[config.mk]
export PLATFORM = sky130hd
export DESIGN_NAME = bpr_pin_routing
export DESIGN_NICKNAME = d
export VERILOG_FILES = /design/src/bpr_pkg.sv /design/src/bpr_pin_routing.sv
export SDC_FILE = /design/constraint.sdc
export NUM_CORES = 1
export LEC_CHECK = 0
export ABC_AREA = 1
export BUFFER_PORTS_ARGS = -buffer_cell sky130_fd_sc_hd__buf_2
export CAP_MARGIN = 40
export CORE_MARGIN = 4
export CORE_UTILIZATION = 30
export DETAILED_ROUTE_END_ITERATION = 12
export PLACE_DENSITY = 0.5
export SLEW_MARGIN = 20
export SYNTH_ARGS = -nofsm -noshare
export SYNTH_HDL_FRONTEND = slang
export SYNTH_SLANG_ARGS = --single-unit
export TNS_END_PERCENT = 10
[constraint.sdc]
create_clock -name mclk -period 3.12 [get_ports mclk]
set_input_delay 0.78 -clock mclk [delete_from_list [all_inputs] [get_ports mclk]]
set_output_delay 0.78 -clock mclk [all_outputs]
set_load 0.02 [all_outputs]
[src/bpr_pkg.sv]
package bpr_pkg;

  // Routing select values for the shared pin group.
  localparam logic ROUTE_DEFAULT = 1'b0;
  localparam logic ROUTE_AUDIO   = 1'b1;

  // Reset values of the software settings.
  localparam logic RST_ROUTE_SEL  = 1'b0;
  localparam logic RST_CLK_MASTER = 1'b0;
  localparam logic RST_SYN_MASTER = 1'b0;

  // Sleep clock: nominal 32.768 kHz, i.e. about 3052 system cycles per period at 100 MHz.
  localparam int SYS_CLK_HZ        = 100_000_000;
  localparam int SLEEP_CLK_MHZ_X1K = 32768;
  // Longest period without a sleep clock edge before it is declared absent (four nominal periods).
  localparam int SLEEP_TIMEOUT_CYC = (SYS_CLK_HZ / SLEEP_CLK_MHZ_X1K) * 4;
  localparam int SLEEP_CNT_W       = 14;

  // Audio signals of the radio core, grouped.
  typedef struct packed {
    logic bitClk;
    logic frameSync;
    logic dataOut;
  } bpr_audio_out_s;

  // Serial data and flow-control signals of the radio core.
  typedef struct packed {
    logic txData;
    logic rxReady;
  } bpr_uart_out_s;

  // Wake and general-purpose signals of the radio core toward the host-wake pin.
  typedef struct packed {
    logic value;
    logic enable;
  } bpr_gpio_s;

endpackage : bpr_pkg

[src/bpr_pin_routing.sv]
`timescale 1ns/1ns
// Summary of operation
// - After reset, wake pins are wake/GPIO and host serial pins are plain UART.
// - Audio routing puts clock on RTS, data out on CTS, sync on host-wake, data-in on dev-wake.
// - While audio is routed, sleep signalling travels in-band over receive and transmit only.
// - Clear-to-send input is active low; low allows the core to transmit.
// - Request-to-send output is active low; low says the core can accept data.
// - Serial data comes in on the receive pin and leaves on the transmit pin.
// - Audio clock and frame sync each work as master (driven) or slave (sampled).
// - Clock request is asserted when either the LAN or the radio section needs it.
// - An external 32.768 kHz sleep clock is accepted on the sleep clock input.
// - With no sleep clock present, low-energy logic stays powered and deep sleep is refused.
// - While the radio power enable is low, this routing is held in reset.

// Shared pin map in the two routings.
// Pin                 | default routing            | audio routing
// request-to-send     | ready to accept, low true  | audio bit clock, driven as master only
// clear-to-send       | permit to transmit, input  | audio data output, always driven
// host-wake           | wake or general purpose    | frame sync, driven as master only
// device-wake         | wake input                 | audio data input
// Receive and transmit keep their serial function in both routings, so the host link never
// drops. With audio routed there is no hardware flow control, and the core must move its
// sleep handshake into the serial transport itself.
//
// Timing seen from outside: a settings change reaches the pins two clock edges later, one
// edge for the settings register and one for the pin register. A pin level reaches the core
// two edges later, through the synchronisers. Slave audio clock and sync are sampled by the
// system clock, so they must be far slower than it; a fast external bit clock is not served.
module bpr_pin_routing (
  // Clock and reset.
  input  wire logic                    mclk,
  input  wire logic                    reset,
  input  wire logic                    radio_power_enable,
  // Software settings of the radio core.
  input  wire logic                    routeSelect,
  input  wire logic                    clkMasterSel,
  input  wire logic                    syncMasterSel,
  // Radio core UART side.
  input  wire bpr_pkg::bpr_uart_out_s  coreUart,
  output logic                         coreRxData,
  output logic                         coreTxAllowed,
  output logic                         inbandSleepMode,
  // Radio core wake and general-purpose side.
  input  wire bpr_pkg::bpr_gpio_s      coreHostWake,
  output logic                         coreDevWake,
  // Radio core audio side.
  input  wire bpr_pkg::bpr_audio_out_s coreAudio,
  output logic                         coreAudioIn,
  output logic                         coreAudioBitClk,
  output logic                         coreAudioFrameSync,
  // Clock request sources and pin.
  input  wire logic                    lanClockNeed,
  input  wire logic                    radioClockNeed,
  output logic                         clockRequestOut,
  // Sleep clock.
  input  wire logic                    sleep_clock_in,
  output logic                         sleepClockPresent,
  output logic                         deepSleepAllowed,
  // Host serial pins.
  input  wire logic                    host_serial_rx,
  output logic                         host_serial_tx,
  // Request-to-send pin, two-way so it can carry the audio clock in slave mode.
  input  wire logic                    host_request_send_in,
  output logic                         host_request_send_out_low,
  output logic                         host_request_send_oe,
  // Clear-to-send pin, turned into an output for audio data.
  input  wire logic                    host_clear_send_in_low,
  output logic                         host_clear_send_out,
  output logic                         host_clear_send_oe,
  // Host-wake pin.
  input  wire logic                    host_wake_in,
  output logic                         host_wake_out,
  output logic                         host_wake_oe,
  // Device-wake pin.
  input  wire logic                    radio_wake_in,
  output logic                         radio_wake_out,
  output logic                         radio_wake_oe
);

  // Routing decode used by every steering point; one definition keeps them in step.
  function automatic logic route_is_audio(input logic routeBit);
    route_is_audio = (routeBit == bpr_pkg::ROUTE_AUDIO);
  endfunction : route_is_audio

  // The watchdog limit must fit its counter, or the cast would truncate it and raise the absent-clock flag too early.
  if (bpr_pkg::SLEEP_TIMEOUT_CYC >= (1 << bpr_pkg::SLEEP_CNT_W)) begin : g_bad_timeout
    $error("sleep timeout does not fit its counter");
  end

  // A limit shorter than one sleep period would flag a healthy clock as absent.
  if (bpr_pkg::SLEEP_TIMEOUT_CYC < (bpr_pkg::SYS_CLK_HZ / bpr_pkg::SLEEP_CLK_MHZ_X1K)) begin : g_short_timeout
    $error("sleep timeout shorter than one sleep period");
  end

  // Pin inputs pass two flip-flops; bit order {rx, rts, cts, hostWake, devWake, sleepClk, powerEn}.
  localparam int NSYNC = 7;
  logic [NSYNC-1:0] syncA_r, syncA_nxt;
  logic [NSYNC-1:0] syncB_r, syncB_nxt;
  logic             rxS, rtsInS, ctsS, hostWakeS, devWakeS, sleepS, powerS;

  always_comb begin
    syncA_nxt = {host_serial_rx, host_request_send_in, host_clear_send_in_low,
                 host_wake_in, radio_wake_in, sleep_clock_in, radio_power_enable};
    syncB_nxt = syncA_r;
  end

  // The synchronisers run under the plain reset so the power enable itself can be seen.
  // Were they held by the power reset too, a low enable could never be released again.
  // Only the second stage is read anywhere; the first may go metastable on a pin edge.
  always_ff @(posedge mclk) begin
    if (reset) begin
      syncA_r <= 7'h00;
      syncB_r <= 7'h00;
    end else begin
      syncA_r <= syncA_nxt;
      syncB_r <= syncB_nxt;
    end
  end

  assign {rxS, rtsInS, ctsS, hostWakeS, devWakeS, sleepS, powerS} = syncB_r;

  // Routing state is held in reset whenever the radio section is unpowered.
  // The enable is seen two edges late, so the pins stay live that long after it falls.
  logic blockReset;
  assign blockReset = reset | ~powerS;

  // Registered settings; data outputs to pins come from these and the pin flops below.
  // All three are taken on the same edge, so a combined change switches the pins at once.
  logic audioRoute_r, audioRoute_nxt;
  logic clkMaster_r, clkMaster_nxt;
  logic syncMaster_r, syncMaster_nxt;

  always_comb begin
    audioRoute_nxt = routeSelect;
    clkMaster_nxt  = clkMasterSel;
    syncMaster_nxt = syncMasterSel;
  end

  always_ff @(posedge mclk) begin
    if (blockReset) begin
      audioRoute_r <= bpr_pkg::RST_ROUTE_SEL;
      clkMaster_r  <= bpr_pkg::RST_CLK_MASTER;
      syncMaster_r <= bpr_pkg::RST_SYN_MASTER;
    end else begin
      audioRoute_r <= audioRoute_nxt;
      clkMaster_r  <= clkMaster_nxt;
      syncMaster_r <= syncMaster_nxt;
    end
  end

  // Pin output values and enables, registered so the pins never glitch on a mux change.
  logic txPin_r, txPin_nxt;
  logic rtsPin_r, rtsPin_nxt, rtsOe_r, rtsOe_nxt;
  logic ctsPin_r, ctsPin_nxt, ctsOe_r, ctsOe_nxt;
  logic hwPin_r, hwPin_nxt, hwOe_r, hwOe_nxt;
  logic dwPin_r, dwPin_nxt, dwOe_r, dwOe_nxt;
  logic clkReq_r, clkReq_nxt;

  always_comb begin
    txPin_nxt  = coreUart.txData;
    clkReq_nxt = lanClockNeed | radioClockNeed;
    if (route_is_audio(audioRoute_r)) begin
      // Audio clock on request-to-send, driven only as master.
      rtsPin_nxt = coreAudio.bitClk;
      rtsOe_nxt  = clkMaster_r;
      // Clear-to-send becomes the audio data output.
      ctsPin_nxt = coreAudio.dataOut;
      ctsOe_nxt  = 1'b1;
      // Frame sync on host-wake, driven only as master.
      hwPin_nxt  = coreAudio.frameSync;
      hwOe_nxt   = syncMaster_r;
      // Device-wake is audio input only.
      dwPin_nxt  = 1'b0;
      dwOe_nxt   = 1'b0;
    end else begin
      // Ready to accept is shown by a low level.
      rtsPin_nxt = ~coreUart.rxReady;
      rtsOe_nxt  = 1'b1;
      ctsPin_nxt = 1'b0;
      ctsOe_nxt  = 1'b0;
      hwPin_nxt  = coreHostWake.value;
      hwOe_nxt   = coreHostWake.enable;
      dwPin_nxt  = 1'b0;
      dwOe_nxt   = 1'b0;
    end
  end

  // In reset the request-to-send pin is driven high: not ready, which stops the host safely.
  // The transmit pin idles high, the serial line's idle level, so no false start bit is sent.
  // The other audio-capable pins are released, so an external master never fights the device on them.
  always_ff @(posedge mclk) begin
    if (blockReset) begin
      txPin_r  <= 1'b1;
      rtsPin_r <= 1'b1;
      rtsOe_r  <= 1'b1;
      ctsPin_r <= 1'b0;
      ctsOe_r  <= 1'b0;
      hwPin_r  <= 1'b0;
      hwOe_r   <= 1'b0;
      dwPin_r  <= 1'b0;
      dwOe_r   <= 1'b0;
    end else begin
      txPin_r  <= txPin_nxt;
      rtsPin_r <= rtsPin_nxt;
      rtsOe_r  <= rtsOe_nxt;
      ctsPin_r <= ctsPin_nxt;
      ctsOe_r  <= ctsOe_nxt;
      hwPin_r  <= hwPin_nxt;
      hwOe_r   <= hwOe_nxt;
      dwPin_r  <= dwPin_nxt;
      dwOe_r   <= dwOe_nxt;
    end
  end

  // The clock request is shared with the LAN section, so it ignores the radio power reset.
  // A LAN need must still reach the host while the radio section is unpowered.
  always_ff @(posedge mclk) begin
    if (reset) begin
      clkReq_r <= 1'b0;
    end else begin
      clkReq_r <= clkReq_nxt;
    end
  end

  // Sleep clock watchdog: any edge restarts the count; a stuck-low input means no clock.
  // The counter stops at its limit rather than wrapping, so the absent flag holds until the next edge.
  // A clock far slower than nominal is reported absent, which keeps deep sleep refused.
  logic                          sleepPrev_r, sleepPrev_nxt;
  logic [bpr_pkg::SLEEP_CNT_W-1:0] sleepCnt_r, sleepCnt_nxt;
  logic                          sleepOk_r, sleepOk_nxt;

  always_comb begin
    sleepPrev_nxt = sleepS;
    sleepCnt_nxt  = sleepCnt_r;
    sleepOk_nxt   = sleepOk_r;
    if (sleepS != sleepPrev_r) begin
      sleepCnt_nxt = '0;
      sleepOk_nxt  = 1'b1;
    end else if (sleepCnt_r == bpr_pkg::SLEEP_CNT_W'(bpr_pkg::SLEEP_TIMEOUT_CYC)) begin
      sleepOk_nxt  = 1'b0;
    end else begin
      sleepCnt_nxt = sleepCnt_r + 1'b1;
    end
  end

  always_ff @(posedge mclk) begin
    if (blockReset) begin
      sleepPrev_r <= 1'b0;
      sleepCnt_r  <= '0;
      sleepOk_r   <= 1'b0;
    end else begin
      sleepPrev_r <= sleepPrev_nxt;
      sleepCnt_r  <= sleepCnt_nxt;
      sleepOk_r   <= sleepOk_nxt;
    end
  end

  // Outputs toward the radio core; inputs from pins are steered by the routing select.
  // With audio routed the clear-to-send pin is an output, so the core may always transmit.
  // Unused device-wake and audio data inputs read low; slave audio clock and sync follow their pins in either routing.
  always_comb begin
    coreRxData         = rxS;
    coreTxAllowed      = route_is_audio(audioRoute_r) ? 1'b1 : ~ctsS;
    inbandSleepMode    = audioRoute_r;
    coreDevWake        = route_is_audio(audioRoute_r) ? 1'b0 : devWakeS;
    coreAudioIn        = route_is_audio(audioRoute_r) ? devWakeS : 1'b0;
    coreAudioBitClk    = clkMaster_r ? coreAudio.bitClk : rtsInS;
    coreAudioFrameSync = syncMaster_r ? coreAudio.frameSync : hostWakeS;
    sleepClockPresent  = sleepOk_r;
    deepSleepAllowed   = sleepOk_r;
  end

  // Pin drivers straight from flip-flops.
  // No gate stands between a register and a pin, so a routing change cannot glitch a pin.
  assign host_serial_tx            = txPin_r;
  assign host_request_send_out_low = rtsPin_r;
  assign host_request_send_oe      = rtsOe_r;
  assign host_clear_send_out       = ctsPin_r;
  assign host_clear_send_oe        = ctsOe_r;
  assign host_wake_out             = hwPin_r;
  assign host_wake_oe              = hwOe_r;
  assign radio_wake_out            = dwPin_r;
  assign radio_wake_oe             = dwOe_r;
  assign clockRequestOut           = clkReq_r;

endmodule : bpr_pin_routing

Word level (Yosys, flattened, before mapping)
Cells that the tools add are included.
{"block": "totals", "in_bits": 21, "memories": 0, "ram_bits": 0, "out_inout_bits": 19, "mem_bits_ro": 0, "latch_bits": 0, "register_bits": 41}
{"block": "op_classes", "shifts": 0, "muxes": 11, "n_mul": 0, "reduce_logical": 3, "addsub": 1, "n_div": 0, "magnitude_cmp": 0, "eq_ne": 2, "bitwise_logic": 6}
{"op": "$add 14x1->14 const B", "count": 1}
{"op": "$eq 14x14->1 const B", "count": 1}
{"op": "$mux 1", "count": 11}
{"op": "$not 1->1", "count": 4}
{"op": "$reduce_or 2->1", "count": 2}
{"op": "$or 1x1->1", "count": 2}
{"op": "$reduce_bool 2->1", "count": 1}
{"op": "$ne 1x1->1", "count": 1}

Logic depth before layout (Yosys ltp)
Gate-level depths: netlist of the first run.
{"block": "logic_depth", "word_depth": 3, "depth_mapped": 8}

Least setup slack after synthesis of the first run
No wires, ideal clock.
{"block": "synth_timing", "kind": "input -> output", "from": "input coreAudio[1] (netlist bit)", "to": "output coreAudioFrameSync", "n_path_buf": 0, "path_slack_ns": 1.255, "arrival_ns": 1.085, "stages": 1, "cell_sequence": "mux2_2"}
{"block": "synth_between", "elab_chain_cells": 1}
{"item": "start: declaration", "line_no": "bpr_pin_routing.sv:47", "rtl": "input wire bpr_pkg::bpr_audio_out_s coreAudio,"}
{"item": "$mux 1", "line_no": "bpr_pin_routing.sv:268", "rtl": "coreAudioFrameSync = syncMaster_r ? coreAudio.frameSync : hostWakeS;"}
{"item": "end: declaration", "line_no": "bpr_pin_routing.sv:50", "rtl": "output logic coreAudioFrameSync,"}
No other way between the ends.

Final worst setup path of the first run
Same ends and word-level chain as after synthesis.

==> results of run 1 <==
[stage by stage]
step	std cells	hold WS (ns)	power [mW]
2_1_floorplan	222	0.3883	0.5813
3_3_place_gp	325	0.3899	0.5988
3_5_place_dp	325	0.3935	0.5994
4_1_cts	333	0.4048	0.9456
5_1_grt	333	0.4273	0.9758
6_report	333	0.4034	0.9261
[final cells by class]
type	count	area share (%)
clock buffers	5	3.387
repair buffers	37	9.113
inverters	42	7.759
clock inverters	3	0.8621
multi-input cells	133	34.05
well taps	72	4.433
flip-flops and latches	41	40.39
[tightest hold or removal path: stages (launching register included)]
cell	delay, ns
dfxtp_1	0.30
inv_1	0.04
nor2_1	0.03
[where the power goes]
group          switching, mW  total, mW  internal [mW]
clock                  0.186      0.340          0.154
sequential           0.00377      0.538          0.534
combinational         0.0282     0.0480         0.0198
[how the worst max path moves through the flow]
stage,from,slack (ns),depth (start not counted),to
after detailed placement,coreAudio[1],1.05,3,coreAudioFrameSync
after floorplan,coreAudio[1],1.25,1,coreAudioFrameSync
after global placement,coreAudio[1],1.06,3,coreAudioFrameSync
after global routing,coreAudio[1],1.03,3,coreAudioFrameSync
final,coreAudio[1],1.05,3,coreAudioFrameSync
after CTS,coreAudio[1],1.05,3,coreAudioFrameSync
[per-layer routing]
metal | track usage (%) | up-vias
met3 | 4.464 | 4
met5 | 0 | -
met4 | 3.566 | 0
li1 | - | 736
met1 | 11.37 | 583
met2 | 16.03 | 28
[logic make-up (layout without fill, tap and decap cells)]
logic type | Yosys count | count (layout) | share of synthesized area (%)
muxes | 1 | 1 | 0.6612
and+or+nand+nor | 106 | 106 | 30.86
AOI/OAI and AO/OA | 19 | 19 | 5.658
buffers and inverters | 48 | 87 | 11.39
DFF | 41 | 41 | 48.20
xor gates and xnor gates | 3 | 3 | 1.543
adders and majority gates | 2 | 2 | 1.469
other | 1 | 2 | 0.2202
[cell usage after synthesis]
cell      instances  area [um2]
a21oi_1          14       70.07
a31oi_1           1       6.260
and3_1            1       6.260
buf_1             1       3.750
buf_2             2       10.01
buf_4             3       22.52
clkinv_1          2       7.510
conb_1            1       3.750
dfxtp_1          41       820.8
ha_1              2       25.02
inv_1            35       131.4
inv_2             5       18.77
mux2_2            1       11.26
nand2_1          37       138.9
nand2_2           4       25.02
nand2_4           1       11.26
nand3_1           7       35.03
nand3_2           1       10.01
nand3b_1          1       7.510
nand4_1           4       25.02
nand4_2           1       12.51
nor2_1           38       142.6
nor2_2            3       18.77
nor2_4            5       56.30
nor2_8            1       20.02
nor3_2            1       10.01
o21ai_1           4       20.02
or2_1             1       6.260
xnor2_1           2       17.52
xor2_1            1       8.760
[registers in the layout, summed over array words and instances (netlist names)]
signal,cells
host_wake_out,1
host_request_send_out_low,1
syncB_r,7
host_request_send_oe,1
host_serial_tx,1
sleepCnt_r,14
syncA_r,7
host_wake_oe,1
clkMaster_r,1
host_clear_send_oe,1
syncMaster_r,1
sleepPrev_r,1
inbandSleepMode,1
host_clear_send_out,1
deepSleepAllowed,1
clockRequestOut,1
==> flow_summary.yaml, run 1 <==
outcome:
  status: "completed"
die:
  core_area_mm2: 0.005507
  rows: 27
  initial_core_util_pct: 30.92
  dieArea_mm2: 0.006946
  die_w_um: 83.34
  die_h_um: 83.34
  ios: 40
min_path:
  worstHoldStart: "syncA_r[4]"
  worstHoldEndpoint: "syncB_r[4]"
  whs_path_depth: 2
  hold_class: "reg -> reg"
placed_design:
  io_buffer_count: 37
  post-place-ws_ns: 1.054
  placed_area_mm2: 0.001946
  dp_hpwl_um: 2395
  place_congestion: 0.7339
layout:
  n_fill_cell: 592
  utilization_pct: 36.90
  final_cell_mix: "41 x dfxtp_1, 38 x nor2_1, 37 x nand2_1, 37 x buf_2, 35 x inv_1"
  layout_commonest_cell: "dfxtp_1"
  final_nets: 283
  num_antenna_cells: 0
  drive_gt1_share_pct: 26.05
  final_cell_area_mm2: 0.002032
  seqCellArea_um2: 820.8
  area_growth_pct: 19.32
  multi_input_area_um2: 691.9
power_and_ir_drop:
  p_leak_nw: 0.9127
  p_per_area_mw_per_mm2: 455.8
  peakVddDrop_uv: 217.1
setup_path:
  critical_path.max_fanout: 2
  worstPathRequired_ns: 2.34
  cp_common_cell: "buf_2"
  worstPathCellList: "buf_2, mux2_2, buf_2"
  reg2regPathDepth: 7
  crit_type: "in -> out"
  start_kind: "primary input"
  ff2ff_setup_slack_ns: 1.74
  worstSetupEndpointType: "output pin"
  worst_r2r_startpoint: "sleepCnt_r[0]"
  cpLargestDelayFamily: "buffers and inverters"
  arrival_ns: 1.29
  slowest_stage: "mux2_2"
  critical-path-max-stage-delay_ns: 0.25
  critPathBufInv: 2
  r2r-end: "sleepCnt_r[10]"
grt:
  grt_max_degree: 17
  grt_pass1_vias: 1235
  track_usage_pct: 9.859
  grt_pass1_wl_um: 5513
  overflow: 0
  antenna_found_initial: 0
synth:
  postSynthRegisterBits: 41
  syn_inst: 221
  synth_seq_area_share_pct: 48.20
  syn-cell-area_mm2: 0.001703
  synth.distinct_cells: 30
  synth_area_per_cell_um2: 7.705
  yosysWarnings: 0
route:
  top_layer: "met4"
  viasPerCell: 4.057
  drc: 0
  met2_length_um: 1509
  vias: 1351
  wl_per_cell_um: 9.598
  drt_iter0_drc: 68
  first_pass_iters: 4
  wl_met1_um: 1428
  antenna_left: 0
  wl_met3_um: 218
  routed_wirelength_um: 3196
clock_tree:
  insertion_delay_ns: 0.29
  cts.repair.resized: 0
  clock_path_buffers: 2
  cts_setup_buffers: 0
  cts_max_level: 2
  cts_tree: "yes"
  clock_sinks: 41
  root_buffer: "clkbuf_8"
  cts_made_buffers: 5
  hold_buffers: 0
  clk_pin_slew_ns: 0.08
sta:
  finClkSkew_ns: 0.001183
  setup_viol: 0
  hold_viol_final: 0
  drv_slew: 0
  period_share_pct: 66.22
  rsz0062_at_grt: "no"
  finalWorstSetupSlack_ns: 1.054
  finalCriticalPeriod_ns: 2.066
  max_freq_mhz: 484.0
  finalSetupTns_ns: 0
flow_run:
  maxCapViolations: 0
Note: power is estimated with default switching activity, not from simulation.
==> run 2: changes to the inputs <==
- clock period: 3.12 -> 2 ns (I/O delays scaled with it)
==> run 2 against run 1 <==
  * Global-route usage increased by 0.33 points
  * Die area unchanged
  * Design area increased by 2.3%
  * Flip-flop and latch count unchanged
==> flow_summary.yaml, run 2 (synthesis gave the netlist of run 1 again) <==
outcome:
  status: "completed"
layout:
  top_regs: "sleepCnt_r: 14 flops, syncA_r: 7 flops, syncB_r: 7 flops"
  num_antenna_cells: 0
  top_register: "sleepCnt_r"
  n_fill_cell: 579
  area_growth_pct: 22.12
  multi_input_area_um2: 691.9
  utilization_pct: 37.76
  largest_reg_flops: 14
  seqCellArea_um2: 820.8
  final_cell_area_mm2: 0.002079
  final_cell_mix: "41 x dfxtp_1, 38 x nor2_1, 37 x nand2_1, 37 x buf_2, 35 x inv_1"
  final_nets: 283
  layout_commonest_cell: "dfxtp_1"
  drive_gt1_share_pct: 26.05
  fin_cells: 333
clock_tree:
  cts_tree: "yes"
  root_buffer: "clkbuf_8"
  cts_max_level: 2
  hold_buffers: 0
  insertion_delay_ns: 0.29
  clk_pin_slew_ns: 0.08
  clock_sinks: 41
  cts.repair.resized: 0
  cts_made_buffers: 5
  clock_path_buffers: 2
  cts_setup_buffers: 0
sta:
  drv_slew: 0
  finClkSkew_ns: 0.004023
  finalSetupTns_ns: 0
  setup_viol: 0
  hold_viol_final: 0
  holdWs_ns: 0.3885
  finalCriticalPeriod_ns: 1.664
  rsz0062_at_grt: "no"
  period_share_pct: 83.19
  finalWorstSetupSlack_ns: 0.3362
  max_freq_mhz: 601.0
min_path:
  worstHoldStart: "coreUart[1]"
  worstHoldEndpoint: "host_serial_tx"
  hold_class: "in -> reg"
  whs_path_depth: 2
setup_path:
  worstSetupEndpointType: "output pin"
  ff2ff_setup_slack_ns: 0.60
  worst_r2r_startpoint: "sleepCnt_r[1]"
  crit_type: "reg -> out"
  arrival_ns: 1.16
  reg2regPathDepth: 7
  critical_path.max_fanout: 9
  r2r-end: "sleepCnt_r[10]"
  start_kind: "register"
  worstSetupStartpoint: "inbandSleepMode"
  worstPathRequired_ns: 1.50
route:
  routed_wirelength_um: 3162
  vias: 1367
  drt_iter0_drc: 51
  viasPerCell: 4.105
  wl_per_cell_um: 9.495
  antenna_left: 0
  first_pass_iters: 4
  drc: 0
power_and_ir_drop:
  p_per_area_mw_per_mm2: 814.2
  switching_share_pct: 19.68
  p_total_mw: 1.693
  combPwrFrac_pct: 4.5
  p_leak_nw: 0.9369
  peakVddDrop_uv: 435.7
  pwr-share-seq_pct: 49.6
  p_int_mw: 1.360
  pwr-share-clk_pct: 46.0
  power.net_switching_mw: 0.3332
placed_design:
  dp_hpwl_um: 2408
  post-place-ws_ns: 0.4774
  placed_area_mm2: 0.001946
  place_congestion: 0.7785
  dp_cells: 325
  io_buffer_count: 37
die:
  rows: 27
  die_w_um: 83.34
  core_area_mm2: 0.005507
  ios: 40
  die_h_um: 83.34
  initial_core_util_pct: 30.92
  dieArea_mm2: 0.006946
grt:
  overflow: 0
  track_usage_pct: 10.19
  grt_max_degree: 17
  antenna_found_initial: 0
  grt_pass1_vias: 1356
  grt_pass1_wl_um: 5830
flow_run:
  maxCapViolations: 0
run 2: worst max-delay path by stage:
stage                               endpoint  cells after the start
after global routing           coreTxAllowed                      3
after CTS                      coreTxAllowed                      3
after global placement    coreAudioFrameSync                      3
final                          coreTxAllowed                      3
after detailed placement       sleepCnt_r[5]                      6
after floorplan                coreTxAllowed                      2
run 2: area by class of cell:
class	instances	area share, %
Multi-Input combinational cell	133	33.27
Inverter	42	7.581
Clock buffer	5	3.309
Timing Repair Buffer	37	8.905
Clock inverter	3	3.129
Tap cell	72	4.332
Sequential cell	41	39.47
run 2: metal layers:
metal  GRT usage (%)  vias to the layer above  share of wire (%)
met2           17.49                       25                 48
met3           3.075                        5                4.6
met5               0                        -                  0
met1           11.98                      601                 46
li1                -                      736                  -
met4           3.566                        0                1.2
run 2: critical path, cell delays in order (launching register included):
cell     delay [ns]
dfxtp_1        0.51
inv_1          0.14
nand2_1        0.07
buf_2          0.16
run 2: power groups by stage:
stage | combinational [mW] | clock (mW) | sequential [mW]
floorplan | 0.0441 | 0 | 0.863
global placement | 0.0766 | 0 | 0.859
detailed placement | 0.0766 | 0 | 0.859
CTS | 0.0768 | 0.805 | 0.840
global route | 0.0877 | 0.836 | 0.842
finish | 0.0754 | 0.778 | 0.839
==> run 3: changes to the inputs <==
- clock period: 2 -> 1.6 ns (I/O delays scaled with it)
==> run 3 against run 2 <==
  * Clock-buffer cell count did not move
  * First-iteration DRC count rose by 31%
  * Flip-flop and latch count did not move
  * Worst setup slack got worse by 0.27 ns
  * Worst hold slack got worse by 0.12 ns
  * Critical path type unchanged
==> flow_summary.yaml, run 3 (synthesis gave the netlist of run 1 again) <==
die:
  die_h_um: 83.34
  initial_core_util_pct: 30.92
  core_area_mm2: 0.005507
  rows: 27
  dieArea_mm2: 0.006946
  die_w_um: 83.34
  ios: 40
layout:
  area_growth_pct: 21.53
  top_register: "sleepCnt_r"
  final_nets: 284
  utilization_pct: 37.58
  fin_cells: 334
  final_cell_mix: "40 x dfxtp_1, 38 x nor2_1, 37 x nand2_1, 37 x buf_2, 35 x inv_1"
  drive_gt1_share_pct: 26.72
  top_regs: "sleepCnt_r: 14 flops, syncA_r: 7 flops, syncB_r: 7 flops"
  num_antenna_cells: 0
  largest_reg_flops: 14
  layout_commonest_cell: "dfxtp_1"
setup_path:
  worstSetupEndpointType: "output pin"
  ff2ff_setup_slack_ns: 0.26
  critical-path-max-stage-delay_ns: 0.35
  reg2regPathDepth: 7
  crit_type: "reg -> out"
  critical_path.max_fanout: 2
  slowest_stage: "dfxtp_1"
  start_kind: "register"
  worst_r2r_startpoint: "sleepCnt_r[1]"
  arrival_ns: 1.13
  worstPathCellList: "mux2_2, buf_2"
  r2r-end: "sleepCnt_r[10]"
  worstPathRequired_ns: 1.20
clock_tree:
  insertion_delay_ns: 0.29
  clock_path_buffers: 2
  cts_made_buffers: 5
  cts_tree: "yes"
  cts_max_level: 2
  cts_setup_buffers: 0
  clock_sinks: 41
  clk_pin_slew_ns: 0.09
  root_buffer: "clkbuf_8"
grt:
  overflow: 0
  grt_max_degree: 16
  track_usage_pct: 10.27
  grt_pass1_vias: 1357
  antenna_found_initial: 0
  grt_pass1_wl_um: 5858
placed_design:
  dp_hpwl_um: 2449
  io_buffer_count: 37
  dp_cells: 326
  place_congestion: 0.7494
power_and_ir_drop:
  p_leak_nw: 0.9284
  peakVddDrop_uv: 417.9
  p_per_area_mw_per_mm2: 960.8
sta:
  period_share_pct: 95.60
  drv_slew: 0
  finClkSkew_ns: 0.007307
  holdWs_ns: 0.2720
  hold_viol_final: 0
  finalSetupTns_ns: 0
  finalCriticalPeriod_ns: 1.530
  max_freq_mhz: 653.8
  rsz0062_at_grt: "no"
  setup_viol: 0
route:
  vias: 1363
  routed_wirelength_um: 3296
  first_pass_iters: 3
  drc: 0
  wl_per_cell_um: 9.868
  viasPerCell: 4.081
  drt_iter0_drc: 67
  antenna_left: 0
min_path:
  worstHoldStart: "coreUart[0]"
  worstHoldEndpoint: "host_request_send_out_low"
  whs_path_depth: 2
  hold_class: "in -> reg"
flow_run:
  maxCapViolations: 0
outcome:
  status: "completed"
run 3: cell types whose count changed in the layout (fill, tap and decap cells not counted):
cell / before / now
dfxtp_1: 41 / 40
clkinv_2: 1 / 0
buf_4: 0 / 1
bufinv_16: 2 / 1
dfxtp_2: 0 / 1
clkinvlp_4: 0 / 1
clkinv_4: 0 / 1
run 3: timing repair:
action | in CTS | in global routing
endpoints found under the hold margin | 0 | 0
hold buffers | 0 | 0
gates resized for setup | 1 | 0
endpoints found under the setup margin | 1 | 0
run 3: layout make-up:
class | count | area [um2]
Clock buffer | 5 | 68.82
Clock inverter | 3 | 46.29
Tap cell | 72 | 90.09
Inverter | 42 | 157.7
Multi-Input combinational cell | 133 | 691.9
Timing Repair Buffer | 38 | 192.7
Fill cell | 578 | 3437
Sequential cell | 41 | 822.0
run 3: report_power, final:
group          leakage, nW  switching (mW)  internal, mW
combinational        0.539          0.0560        0.0404
sequential           0.335         0.00736          1.04
clock               0.0543           0.376         0.467
total                0.928           0.439          1.55
run 3: critical path, delay by kind of cell (launching register included):
family | cells | cell delay, ns
buffers and inverters | 1 | 0.15
muxes | 1 | 0.33
DFF | 1 | 0.35
run 3: metrics by stage:
step	power, mW	cell area [um2]	worst slack, ns
2_1_floorplan	1.134	1707	0.3634
3_3_place_gp	1.171	1953	0.2728
3_5_place_dp	1.171	1953	0.2641
4_1_cts	2.025	2069	0.04825
5_1_grt	2.082	2069	0.003241
6_report	1.988	2069	0.07039
run 3: how the worst max path moves through the flow:
| stage | start | end | slack [ns] |
|---|---|---|---|
| global route | syncMaster_r | coreAudioFrameSync | 0.003 |
| CTS | syncMaster_r | coreAudioFrameSync | 0.05 |
| detailed placement | sleepCnt_r[1] | sleepCnt_r[10] | 0.26 |
| global placement | sleepCnt_r[1] | sleepCnt_r[10] | 0.27 |
| finish | syncMaster_r | coreAudioFrameSync | 0.07 |
| floorplan | sleepCnt_r[0] | sleepCnt_r[10] | 0.36 |
run 3: metal layers:
metal  vias to the layer above  global-route usage, %  wire length [um]
met5                         -                      0                 0
met4                         0                  4.458                55
met3                         5                  2.778               129
met2                        21                  18.08              1640
met1                       599                  11.56              1471
li1                        738                      -                 -
